`config.mk`:
```
export PLATFORM = sky130hd
export DESIGN_NAME = siw_wakeup
export DESIGN_NICKNAME = d
export VERILOG_FILES = /design/src/siw_pkg.sv /design/src/siw_wakeup.sv
export VERILOG_INCLUDE_DIRS = /design/src
export SDC_FILE = /design/constraint.sdc
export NUM_CORES = 1
export LEC_CHECK = 0
export BUFFER_PORTS_ARGS = -buffer_cell sky130_fd_sc_hd__buf_2
export CELL_PAD_IN_SITES_DETAIL_PLACEMENT = 1
export CELL_PAD_IN_SITES_GLOBAL_PLACEMENT = 2
export CORE_ASPECT_RATIO = 1.25
export CORE_UTILIZATION = 35
export DETAILED_ROUTE_END_ITERATION = 7
export MAX_ROUTING_LAYER = met4
export PLACE_DENSITY_LB_ADDON = 0.1
export SKIP_LAST_GASP = 1
export SYNTH_ARGS = -nofsm -noshare
export SYNTH_HDL_FRONTEND = slang
export SYNTH_SLANG_ARGS = --single-unit
```
`constraint.sdc`:
```
create_clock -name clk_sys -period 6.4 [get_ports clk_sys]
set_input_delay 1.28 -clock clk_sys [delete_from_list [all_inputs] [get_ports clk_sys]]
set_output_delay 1.28 -clock clk_sys [all_outputs]
set_load 0.05 [all_outputs]
```
`src/siw_consts.svh`:
```
`ifndef SIW_CONSTS_SVH
`define SIW_CONSTS_SVH

// register port
`define SIW_AW              4
`define SIW_DW              8
`define SIW_ADDR_PWR        4'h0
`define SIW_ADDR_MODE       4'h4
`define SIW_ADDR_CLKCTL     4'h8
`define SIW_ADDR_STATUS     4'hc

// power_save_control_reg fields
`define SIW_PWR_STOP        1
`define SIW_PWR_MI_MASK     4
`define SIW_PWR_NMI0_MASK   5
`define SIW_PWR_NMI1_MASK   6
`define SIW_PWR_RST         8'h00

// mode register field
`define SIW_MODE_LO         0
`define SIW_MODE_HI         1
`define SIW_MODE_RST        2'h0
`define SIW_PSM_IDLE1       2'h0
`define SIW_PSM_STOP        2'h1
`define SIW_PSM_IDLE2       2'h2

// clock control fields
`define SIW_CC_PLL_ON       0
`define SIW_CC_SUB_SEL      1
`define SIW_CC_MAIN_OSC_ON  2
`define SIW_CC_FILT3        3
`define SIW_CC_RST          8'h05

// interrupt inputs
`define SIW_EXT_N           8
`define SIW_PER_N           16
`define SIW_PRIO_W          3
`define SIW_EXT_FILT_BIT    3

// timing
`define SIW_CLK_PERIOD_NS   4
`define SIW_SETUP_TIME_NS   1000
`define SIW_STAB_TIME_NS    2000
`define SIW_SETUP_CYC \
  ((`SIW_SETUP_TIME_NS + `SIW_CLK_PERIOD_NS - 1) / `SIW_CLK_PERIOD_NS)
`define SIW_STAB_CYC \
  ((`SIW_STAB_TIME_NS + `SIW_CLK_PERIOD_NS - 1) / `SIW_CLK_PERIOD_NS)
`define SIW_CNT_W           10

`endif

```
`src/siw_pkg.sv`:
```
package siw_pkg;

  typedef enum logic [3:0] {
    SIW_RUN,
    SIW_HALT,
    SIW_IDLE1,
    SIW_IDLE2,
    SIW_IDLE2_SETUP,
    SIW_STOP,
    SIW_STOP_STAB,
    SIW_SUB_RUN,
    SIW_SUB_IDLE
  } siw_state_t;

  typedef struct packed {
    logic main_oscillator;
    logic pll_output_clock;
    logic main_system_clock;
    logic prescaler_peripheral_clock;
    logic cpu_system_clock;
    logic cpu_core_clock;
    logic serial_timer_clock;
    logic can_clock;
  } siw_clk_gate_t;

  typedef struct packed {
    logic ack_nmi;
    logic ack_maskable;
    logic branch_handler;
    logic exec_next;
    logic resume_sub;
  } siw_resume_t;

endpackage

```
`src/siw_wakeup.sv`:
```
// Functional notes
// - NMI, watchdog, unmasked interrupts or reset wake
// - PLL restored to pre-idle state on exit
// - interrupt wake resumes subclock operation
// - reset wake resumes normal mode as reset
// - control register mask bits block wakes
// - filtered input three never wakes
// - wake regardless of request priority
// - lower priority: wake, leave request pending
// - higher priority or NMI: wake and acknowledge
// - NMI wake branches regardless of enable
// - maskable: branch by priority if enabled
// - HALT gates only CPU core clock
// - IDLE1 keeps only oscillator, PLL and serial/timer clock
// - IDLE2 and setup stop PLL, derived clocks
//
// The register addresses and the plain strobed port are this design's own decisions.
`timescale 1ns/10ps
`include "siw_consts.svh"

module siw_wakeup (
  input  wire logic                      clk_sys,
  input  wire logic                      rst_n,
  input  wire logic [`SIW_AW-1:0]        reg_addr,
  input  wire logic [`SIW_DW-1:0]        reg_wdata,
  input  wire logic                      reg_wr,
  input  wire logic                      reg_rd,
  output logic      [`SIW_DW-1:0]        reg_rdata,
  input  wire logic                      halt_req,
  input  wire logic                      nmi_pin,
  input  wire logic                      watchdog_nonmaskable_request,
  input  wire logic [`SIW_EXT_N-1:0]     ext_irq_pin,
  input  wire logic [`SIW_EXT_N-1:0]     ext_irq_mask,
  input  wire logic [`SIW_PER_N-1:0]     per_irq_req,
  input  wire logic [`SIW_PER_N-1:0]     per_irq_mask,
  input  wire logic [`SIW_PRIO_W-1:0]    req_prio,
  input  wire logic [`SIW_PRIO_W-1:0]    srv_prio,
  input  wire logic                      in_service,
  input  wire logic                      global_ie,
  output siw_pkg::siw_clk_gate_t         clk_gate,
  output siw_pkg::siw_resume_t           resume,
  output siw_pkg::siw_state_t            pm_state
);
  import siw_pkg::*;

  logic [`SIW_DW-1:0]     power_save_control_reg;
  logic [1:0]             mode_sel;
  logic [`SIW_DW-1:0]     clk_ctl;
  logic                   pll_saved;
  logic [`SIW_CNT_W-1:0]  cnt;
  siw_state_t             state;
  siw_state_t             next_state;
  siw_clk_gate_t          next_gate;
  siw_resume_t            next_resume;
  logic [1:0]             nmi_sync;
  logic [1:0]             wdt_sync;
  logic [`SIW_EXT_N-1:0]  ext_meta;
  logic [`SIW_EXT_N-1:0]  ext_q;
  logic [`SIW_EXT_N-1:0]  ext_ok;
  logic                   nmi_source0_wake_mask;
  logic                   nmi_source1_wake_mask;
  logic                   maskable_wake_mask;
  logic                   filt3;
  logic                   nmi_wake;
  logic                   mi_wake;
  logic                   wake;
  logic                   psave;
  logic                   higher;
  logic                   stp_wr;

  assign nmi_source0_wake_mask = power_save_control_reg[`SIW_PWR_NMI0_MASK];
  assign nmi_source1_wake_mask = power_save_control_reg[`SIW_PWR_NMI1_MASK];
  assign maskable_wake_mask    = power_save_control_reg[`SIW_PWR_MI_MASK];
  assign filt3                 = clk_ctl[`SIW_CC_FILT3];
  assign pm_state              = state;

  // pins are asynchronous, two stages before any use
  always_ff @(posedge clk_sys or negedge rst_n) begin
    if (!rst_n) begin
      nmi_sync <= 2'h0;
      wdt_sync <= 2'h0;
      ext_meta <= '0;
      ext_q    <= '0;
    end else begin
      nmi_sync <= {nmi_sync[0], nmi_pin};
      wdt_sync <= {wdt_sync[0], watchdog_nonmaskable_request};
      ext_meta <= ext_irq_pin;
      ext_q    <= ext_meta;
    end
  end

  // noise filter on input three blocks it as a wake source
  always_comb begin
    ext_ok = ext_q & ~ext_irq_mask;
    ext_ok[`SIW_EXT_FILT_BIT] = ext_ok[`SIW_EXT_FILT_BIT] & ~filt3;
  end

  assign nmi_wake = (nmi_sync[1] & ~nmi_source0_wake_mask) |
                    (wdt_sync[1] & ~nmi_source1_wake_mask);
  assign mi_wake  = ~maskable_wake_mask &
                    ((|ext_ok) | (|(per_irq_req & ~per_irq_mask)));
  // priority plays no part in the release itself
  assign wake     = nmi_wake | mi_wake;

  assign psave  = (state == SIW_HALT) || (state == SIW_IDLE1) ||
                  (state == SIW_IDLE2) || (state == SIW_STOP) ||
                  (state == SIW_SUB_IDLE);
  assign higher = !in_service || (req_prio < srv_prio);
  assign stp_wr = reg_wr && (reg_addr == `SIW_ADDR_PWR) &&
                  reg_wdata[`SIW_PWR_STOP];

  // register writes; stp is a trigger and never stored
  always_ff @(posedge clk_sys or negedge rst_n) begin
    if (!rst_n) begin
      power_save_control_reg <= `SIW_PWR_RST;
      mode_sel               <= `SIW_MODE_RST;
    end else if (reg_wr && (reg_addr == `SIW_ADDR_PWR)) begin
      power_save_control_reg <= reg_wdata &
                                ~(8'h01 << `SIW_PWR_STOP);
    end else if (reg_wr && (reg_addr == `SIW_ADDR_MODE)) begin
      mode_sel <= reg_wdata[`SIW_MODE_HI:`SIW_MODE_LO];
    end
  end

  // clock control; pll bit restored when sub-idle ends
  always_ff @(posedge clk_sys or negedge rst_n) begin
    if (!rst_n) begin
      clk_ctl   <= `SIW_CC_RST;
      pll_saved <= 1'b0;
    end else if (state == SIW_SUB_IDLE) begin
      if (wake) begin
        clk_ctl[`SIW_CC_PLL_ON] <= pll_saved;
      end
    end else if (reg_wr && (reg_addr == `SIW_ADDR_CLKCTL)) begin
      clk_ctl <= reg_wdata;
    end else begin
      pll_saved <= clk_ctl[`SIW_CC_PLL_ON];
    end
  end

  always_comb begin
    next_state = state;
    unique case (state)
      SIW_RUN: begin
        if (clk_ctl[`SIW_CC_SUB_SEL]) begin
          next_state = SIW_SUB_RUN;
        end else if (stp_wr) begin
          unique case (mode_sel)
            `SIW_PSM_IDLE1: next_state = SIW_IDLE1;
            `SIW_PSM_IDLE2: next_state = SIW_IDLE2;
            default:        next_state = SIW_STOP;
          endcase
        end else if (halt_req) begin
          next_state = SIW_HALT;
        end
      end
      SIW_HALT, SIW_IDLE1: begin
        if (wake) begin
          next_state = SIW_RUN;
        end
      end
      SIW_IDLE2: begin
        if (wake) begin
          next_state = SIW_IDLE2_SETUP;
        end
      end
      SIW_IDLE2_SETUP, SIW_STOP_STAB: begin
        if (cnt == '0) begin
          next_state = SIW_RUN;
        end
      end
      SIW_STOP: begin
        if (wake) begin
          next_state = SIW_STOP_STAB;
        end
      end
      SIW_SUB_RUN: begin
        if (!clk_ctl[`SIW_CC_SUB_SEL]) begin
          next_state = SIW_RUN;
        end else if (stp_wr && (mode_sel == `SIW_PSM_IDLE2)) begin
          next_state = SIW_SUB_IDLE;
        end
      end
      SIW_SUB_IDLE: begin
        if (wake) begin
          next_state = SIW_SUB_RUN;
        end
      end
    endcase
  end

  // reset from any state lands in normal run, same as power-up
  always_ff @(posedge clk_sys or negedge rst_n) begin
    if (!rst_n) begin
      state <= SIW_RUN;
    end else begin
      state <= next_state;
    end
  end

  // one shared recovery counter, loaded on the wake edge
  always_ff @(posedge clk_sys or negedge rst_n) begin
    if (!rst_n) begin
      cnt <= '0;
    end else if (state == SIW_IDLE2 && wake) begin
      cnt <= `SIW_CNT_W'(`SIW_SETUP_CYC - 1);
    end else if (state == SIW_STOP && wake) begin
      cnt <= `SIW_CNT_W'(`SIW_STAB_CYC - 1);
    end else if (cnt != '0) begin
      cnt <= cnt - 1'b1;
    end
  end

  // gating follows next state so enables line up with the state
  always_comb begin
    next_gate = '1;
    next_gate.main_oscillator  = clk_ctl[`SIW_CC_MAIN_OSC_ON];
    next_gate.pll_output_clock = clk_ctl[`SIW_CC_PLL_ON];
    unique case (next_state)
      SIW_RUN, SIW_SUB_RUN: begin
      end
      SIW_HALT: begin
        next_gate.cpu_core_clock = 1'b0;
      end
      SIW_IDLE1: begin
        next_gate.main_system_clock          = 1'b0;
        next_gate.prescaler_peripheral_clock = 1'b0;
        next_gate.cpu_system_clock           = 1'b0;
        next_gate.cpu_core_clock             = 1'b0;
        next_gate.can_clock                  = 1'b0;
      end
      SIW_IDLE2, SIW_IDLE2_SETUP, SIW_STOP, SIW_STOP_STAB: begin
        next_gate = '0;
        next_gate.main_oscillator = (next_state != SIW_STOP) &&
                                    clk_ctl[`SIW_CC_MAIN_OSC_ON];
      end
      SIW_SUB_IDLE: begin
        next_gate = '0;
        next_gate.main_oscillator  = clk_ctl[`SIW_CC_MAIN_OSC_ON];
        // pll only runs if its oscillator does
        next_gate.pll_output_clock = pll_saved &&
                                     clk_ctl[`SIW_CC_MAIN_OSC_ON];
      end
    endcase
  end

  always_ff @(posedge clk_sys or negedge rst_n) begin
    if (!rst_n) begin
      clk_gate <= '0;
    end else begin
      clk_gate <= next_gate;
    end
  end

  // resume decision taken on the wake edge; an unacked request
  // stays pending in the interrupt controller
  always_comb begin
    next_resume = '0;
    if (psave && wake) begin
      next_resume.resume_sub = (state == SIW_SUB_IDLE);
      if (nmi_wake) begin
        next_resume.ack_nmi        = 1'b1;
        next_resume.branch_handler = 1'b1;
      end else if (global_ie && higher) begin
        next_resume.ack_maskable   = 1'b1;
        next_resume.branch_handler = 1'b1;
      end else begin
        next_resume.exec_next      = 1'b1;
      end
    end
  end

  always_ff @(posedge clk_sys or negedge rst_n) begin
    if (!rst_n) begin
      resume <= '0;
    end else begin
      resume <= next_resume;
    end
  end

  // read data one cycle after the strobe, zero otherwise
  always_ff @(posedge clk_sys or negedge rst_n) begin
    if (!rst_n) begin
      reg_rdata <= '0;
    end else if (reg_rd) begin
      unique case (reg_addr)
        `SIW_ADDR_PWR:    reg_rdata <= power_save_control_reg;
        `SIW_ADDR_MODE:   reg_rdata <= {6'h00, mode_sel};
        `SIW_ADDR_CLKCTL: reg_rdata <= clk_ctl;
        `SIW_ADDR_STATUS: reg_rdata <= {pll_saved, wake, 2'h0,
                                        4'(state)};
        default:          reg_rdata <= '0;
      endcase
    end else begin
      reg_rdata <= '0;
    end
  end

  AST_SUBIDLE_WAKE: assert property (
    @(posedge clk_sys) disable iff (!rst_n)
    (state == SIW_SUB_IDLE && wake) |=>
      (state == SIW_SUB_RUN && resume.resume_sub))
    else $error("sub-idle did not end on wake request");

  AST_SUBIDLE_MASKED: assert property (
    @(posedge clk_sys) disable iff (!rst_n)
    (state == SIW_SUB_IDLE && nmi_source0_wake_mask &&
     nmi_source1_wake_mask && maskable_wake_mask) |=>
      (state == SIW_SUB_IDLE))
    else $error("masked request released sub-idle");

  AST_FILT3_BLOCK: assert property (
    @(posedge clk_sys) disable iff (!rst_n)
    filt3 |-> !ext_ok[`SIW_EXT_FILT_BIT])
    else $error("filtered input three still qualifies");

  AST_PLL_RESTORE: assert property (
    @(posedge clk_sys) disable iff (!rst_n)
    (state == SIW_SUB_IDLE && wake) |=>
      (clk_ctl[`SIW_CC_PLL_ON] == $past(pll_saved)))
    else $error("pll state not restored after sub-idle");

  AST_HALT_GATE: assert property (
    @(posedge clk_sys) disable iff (!rst_n)
    (state == SIW_HALT) |->
      (!clk_gate.cpu_core_clock && clk_gate.main_system_clock &&
       clk_gate.prescaler_peripheral_clock &&
       clk_gate.cpu_system_clock && clk_gate.serial_timer_clock))
    else $error("halt gating wrong");

  AST_IDLE1_GATE: assert property (
    @(posedge clk_sys) disable iff (!rst_n)
    (state == SIW_IDLE1) |->
      (clk_gate.serial_timer_clock && !clk_gate.main_system_clock &&
       !clk_gate.cpu_core_clock && !clk_gate.can_clock &&
       !clk_gate.cpu_system_clock))
    else $error("idle1 gating wrong");

  AST_IDLE2_SETUP: assert property (
    @(posedge clk_sys) disable iff (!rst_n)
    (state == SIW_IDLE2 && wake) |=>
      (state == SIW_IDLE2_SETUP && !clk_gate.pll_output_clock &&
       !clk_gate.main_system_clock)[*8])
    else $error("pll or clocks running during idle2 setup");

  AST_NMI_BRANCH: assert property (
    @(posedge clk_sys) disable iff (!rst_n)
    (psave && nmi_wake && !global_ie) |=>
      (resume.ack_nmi && resume.branch_handler && !resume.exec_next))
    else $error("nmi wake did not branch");

  AST_LOW_PRIO: assert property (
    @(posedge clk_sys) disable iff (!rst_n)
    (psave && mi_wake && !nmi_wake && in_service &&
     req_prio >= srv_prio) |=>
      (!resume.ack_maskable && resume.exec_next))
    else $error("lower priority request acknowledged");

  AST_HIGH_PRIO: assert property (
    @(posedge clk_sys) disable iff (!rst_n)
    (psave && mi_wake && !nmi_wake && global_ie && in_service &&
     req_prio < srv_prio) |=>
      (resume.ack_maskable && resume.branch_handler))
    else $error("higher priority request not acknowledged");

endmodule

```
==> results summary <==
The number of fill cells came out at roughly 1100. The via count of the routed design is 2795. The type of element capturing the critical path is a flip-flop.

In this run the static leakage power is 2.04 nW. The clock latency on the worst-skew pair is 330 ps. The count of cell types in the netlist came out at 60.

The core region area is 0.00961 mm2. The most common cell after layout, fill and taps aside is sky130_fd_sc_hd__buf_2. The horizontal extent of the die is around 91 um. The time the worst path needs with I/O delays and setup is approximately 3300 ps. The async set-reset flop share out of synthesis is 100%. Clock-pin slew was measured on the worst setup and hold paths at 60 ps. The final max-slew violation count came out at 0. At the worst endpoint, the required time is 6590 ps. The post-synthesis register bit count came out at 70. The number of diodes came out at 0. The critical path goes through buf_2, nor2b_1, a2111oi_4, nand4_1, o31ai_1, a221oi_2, a311oi_1, a221oi_1. The register with the most flip-flops in the final layout is cnt. The number of standard cells after synthesis came out at 319.

After the first detailed-routing iteration, the DRC count stood at 100. Including well taps, the total number of placed cells is 536. Setup total negative slack on the finished layout was measured at 0 ps. Post-CTS timing repair inserted 0 buffers for setup. The initial antenna violation count came out at 0. After clock tree synthesis, the repair step resized 0 gates. After synthesis, the mean cell area works out to 10.8 um2. In this run the cell area measured after placement is 0.00406 mm2. The slew at the pin closest to its max-slew limit is ~870 ps. The floorplan die height came out at roughly 110 um. The count of boundary I/O pins is 100.

The number of buffers inserted during clock tree synthesis is 9. The tightest min-delay check is of the reg2reg type. The number of global-route vias before repair is a little over 3000.

In this run the worst path has a maximum fanout of 6. The per-cell via count in the routed design came out at a little over 5. The post-route clock skew is 9.83 ps.

The number of synthesis warnings came out at 0. The first global-routing pass estimated 15100 um of wire. The top flip-flop cell by instance count after synthesis is sky130_fd_sc_hd__dfrtp_1. The share of Yosys cell area claimed by the top area cell type came out at 49.4%. The total grt overflow is 0. The max-capacitance violation count is 0.

The biggest area contributor in the post-synthesis netlist is sky130_fd_sc_hd__dfrtp_1. Compared with the post-synthesis result, the final layout area differs by 26.5%. The average wire per cell in the routed design is 16.0 um. The clock tree root buffer cell is sky130_fd_sc_hd__clkbuf_16. The share of cells above drive strength 1 came out at 37.3%. The relative slew slack came out at 41.8%. The setup path with the least slack is of type in2reg.

The total DRC errors in the routed layout came out at 0. The number of cell rows is 40. The post-synthesis cell area is 0.00345 mm2. CTS built an H-tree with a depth of 3. The post-route fraction of the period consumed by the critical path came out at 51.6%.

The number of synthesized flops with an enable pin is 0. The number of hold violations in the final report is 0. The TritonCTS clock tree is done. Once detailed placement completed, the half-perimeter wirelength came to around 6600 um.

Cells fill 45.4% of the core in the end. Counting every net in the synthesized netlist gives a little under 400. The worst setup path is launched from an input pin. The fraction of the yosys area taken by sequential cells is 50.9%. The number of hold-repair buffers added at the cts stage is 0. The data arrival time of the worst path is around 3500 ps. The total power per unit cell area came out at roughly 400 mW/mm2. The final total power is 1.74 mW. Derived from the worst setup path, the maximum achievable clock frequency is 303 MHz. In the layout the commonest cells are 99 x sky130_fd_sc_hd__buf_2, 68 x sky130_fd_sc_hd__dfrtp_1, 25 x sky130_fd_sc_hd__nand2_1.

For this run, the total global-route usage over all layers was measured as 19.4%. The buffer depth of the longest clock path came out at 2. The total clock sinks came out at 70.

The finished layout holds 552 standard cells, fillers aside. The flow ran to the end, and the final reports show no timing, DRC or antenna violations. The number of nets with antenna violations after routing came out at 0. During placement, the flow inserted port buffers numbering 99. The finished cells cover between 0.004 and 0.005 mm2. The peak per-stage delay on the critical path is 690 ps. Setup violations remaining at the end of the flow were counted as 0. For this run, the post-layout net count is 499. The initial core utilization is 35.9%.

Entering global routing, the biggest net connects ~70 pins. Routability-driven placement finished with a final weighted congestion of 0.758. The die area is roughly 0.010 mm2. The worst-case vdd ir drop came out at 0.146 mV. Setup repair after global routing left no endpoint under its margin.

The total length of routed wires is roughly 8900 um. The slowest stage of the critical path is the sky130_fd_sc_hd__o31ai_1 cell. Before antenna repair, the detailed router went through 4 iterations. The flip-flop count of the largest register after layout is 10.

Yosys attributes the largest share of cell area to sky130_fd_sc_hd__dfrtp_1 49%, sky130_fd_sc_hd__mux2_2 6.5%, sky130_fd_sc_hd__nor2b_1 3.1%.
through the flow:
stage | setup WS (ps) | hold slack, ps
after CTS | 3090 | 353
final | 3100 | 349
after global routing | 2840 | 354
after floorplan | 3230 | 331
after detailed placement | 2730 | 336
after global placement | 2810 | 332
metal layers:
metal / GRT usage [%] / part of all wire, % / vias to the layer above
met1: 22.2 / 41 / 1405
met4: 7.85 / 1.7 / 0
met2: 34.2 / 55 / 41
met3: 2.76 / 2.3 / 11
met5: - / 0 / -
li1: - / - / 1338
where the power goes:
part / internal, mW / switching, mW / total, mW
Clock: 0.303 / 0.194 / 0.497
Combinational: 0.226 / 0.396 / 0.622
Sequential: 0.532 / 0.0938 / 0.626
Total: 1.06 / 0.684 / 1.74
cell families after synthesis:
| kind of cell | count (synthesis) | synth area share [%] |
|---|---|---|
| buffers and inverters | 35 | 4.14 |
| muxes | 26 | 8.68 |
| AOI/OAI and AO/OA | 66 | 15.3 |
| xor gates and xnor gates | 5 | 1.27 |
| and+or+nand+nor | 114 | 18.6 |
| adders and majority gates | 3 | 1.09 |
| DFF | 70 | 50.9 |
worst max-delay path: cells and delay by family:
family,cells,cell delay (ps)
AO/OA/AOI/OAI,5,1760
AND/OR/NAND/NOR,2,360
buffers and inverters,1,100
area by class of cell:
class | instances | area [um2] | share of cell area (%)
repair buffers | 100 | 503 | 11.5
inverters | 26 | 97.6 | 2.24
clock buffers | 9 | 225 | 5.16
flip-flops and latches | 70 | 1750 | 40.2
multi-input cells | 214 | 1550 | 35.5
well taps | 126 | 158 | 3.61
clock inverters | 7 | 73.8 | 1.69
Yosys cell counts (all sizes together) (3+ instances only):
master,count
or3,5
nand2b,7
buf,4
a22oi,5
or4,4
a2111oi,3
xnor2,4
nor2b,19
clkbuf,5
ha,3
nand4,4
o31ai,3
mux2,21
dfrtp,68
a21o,4
inv,25
mux2i,4
a221oi,3
o22ai,5
o21ai,8
nor3,10
nand3,7
nor2,20
and2,4
a21oi,17
nand2,25
final timing paths:
| kind | start | to | slack (ps) | cells past startpoint |
|---|---|---|---|---|
| max in group asynchronous | rst_n | mode_sel[1]$_DFFE_PN0P_ | 4680 | 2 |
| worst min-delay path | ext_meta[6]$_DFF_PN0_ | ext_q[6]$_DFF_PN0_ | 350 | 0 |
| worst max-delay path | per_irq_req[5] | clk_gate[6]$_DFF_PN0_ | 3100 | 8 |
| min in group asynchronous | rst_n | ext_q[1]$_DFF_PN0_ | 1150 | 2 |
| worst max register to register | cnt[0]$_DFFE_PN0P_ | clk_gate[0]$_DFF_PN0_ | 3530 | 10 |
| worst min register to register | ext_meta[6]$_DFF_PN0_ | ext_q[6]$_DFF_PN0_ | 350 | 0 |
(Power assumes the default switching activity.)
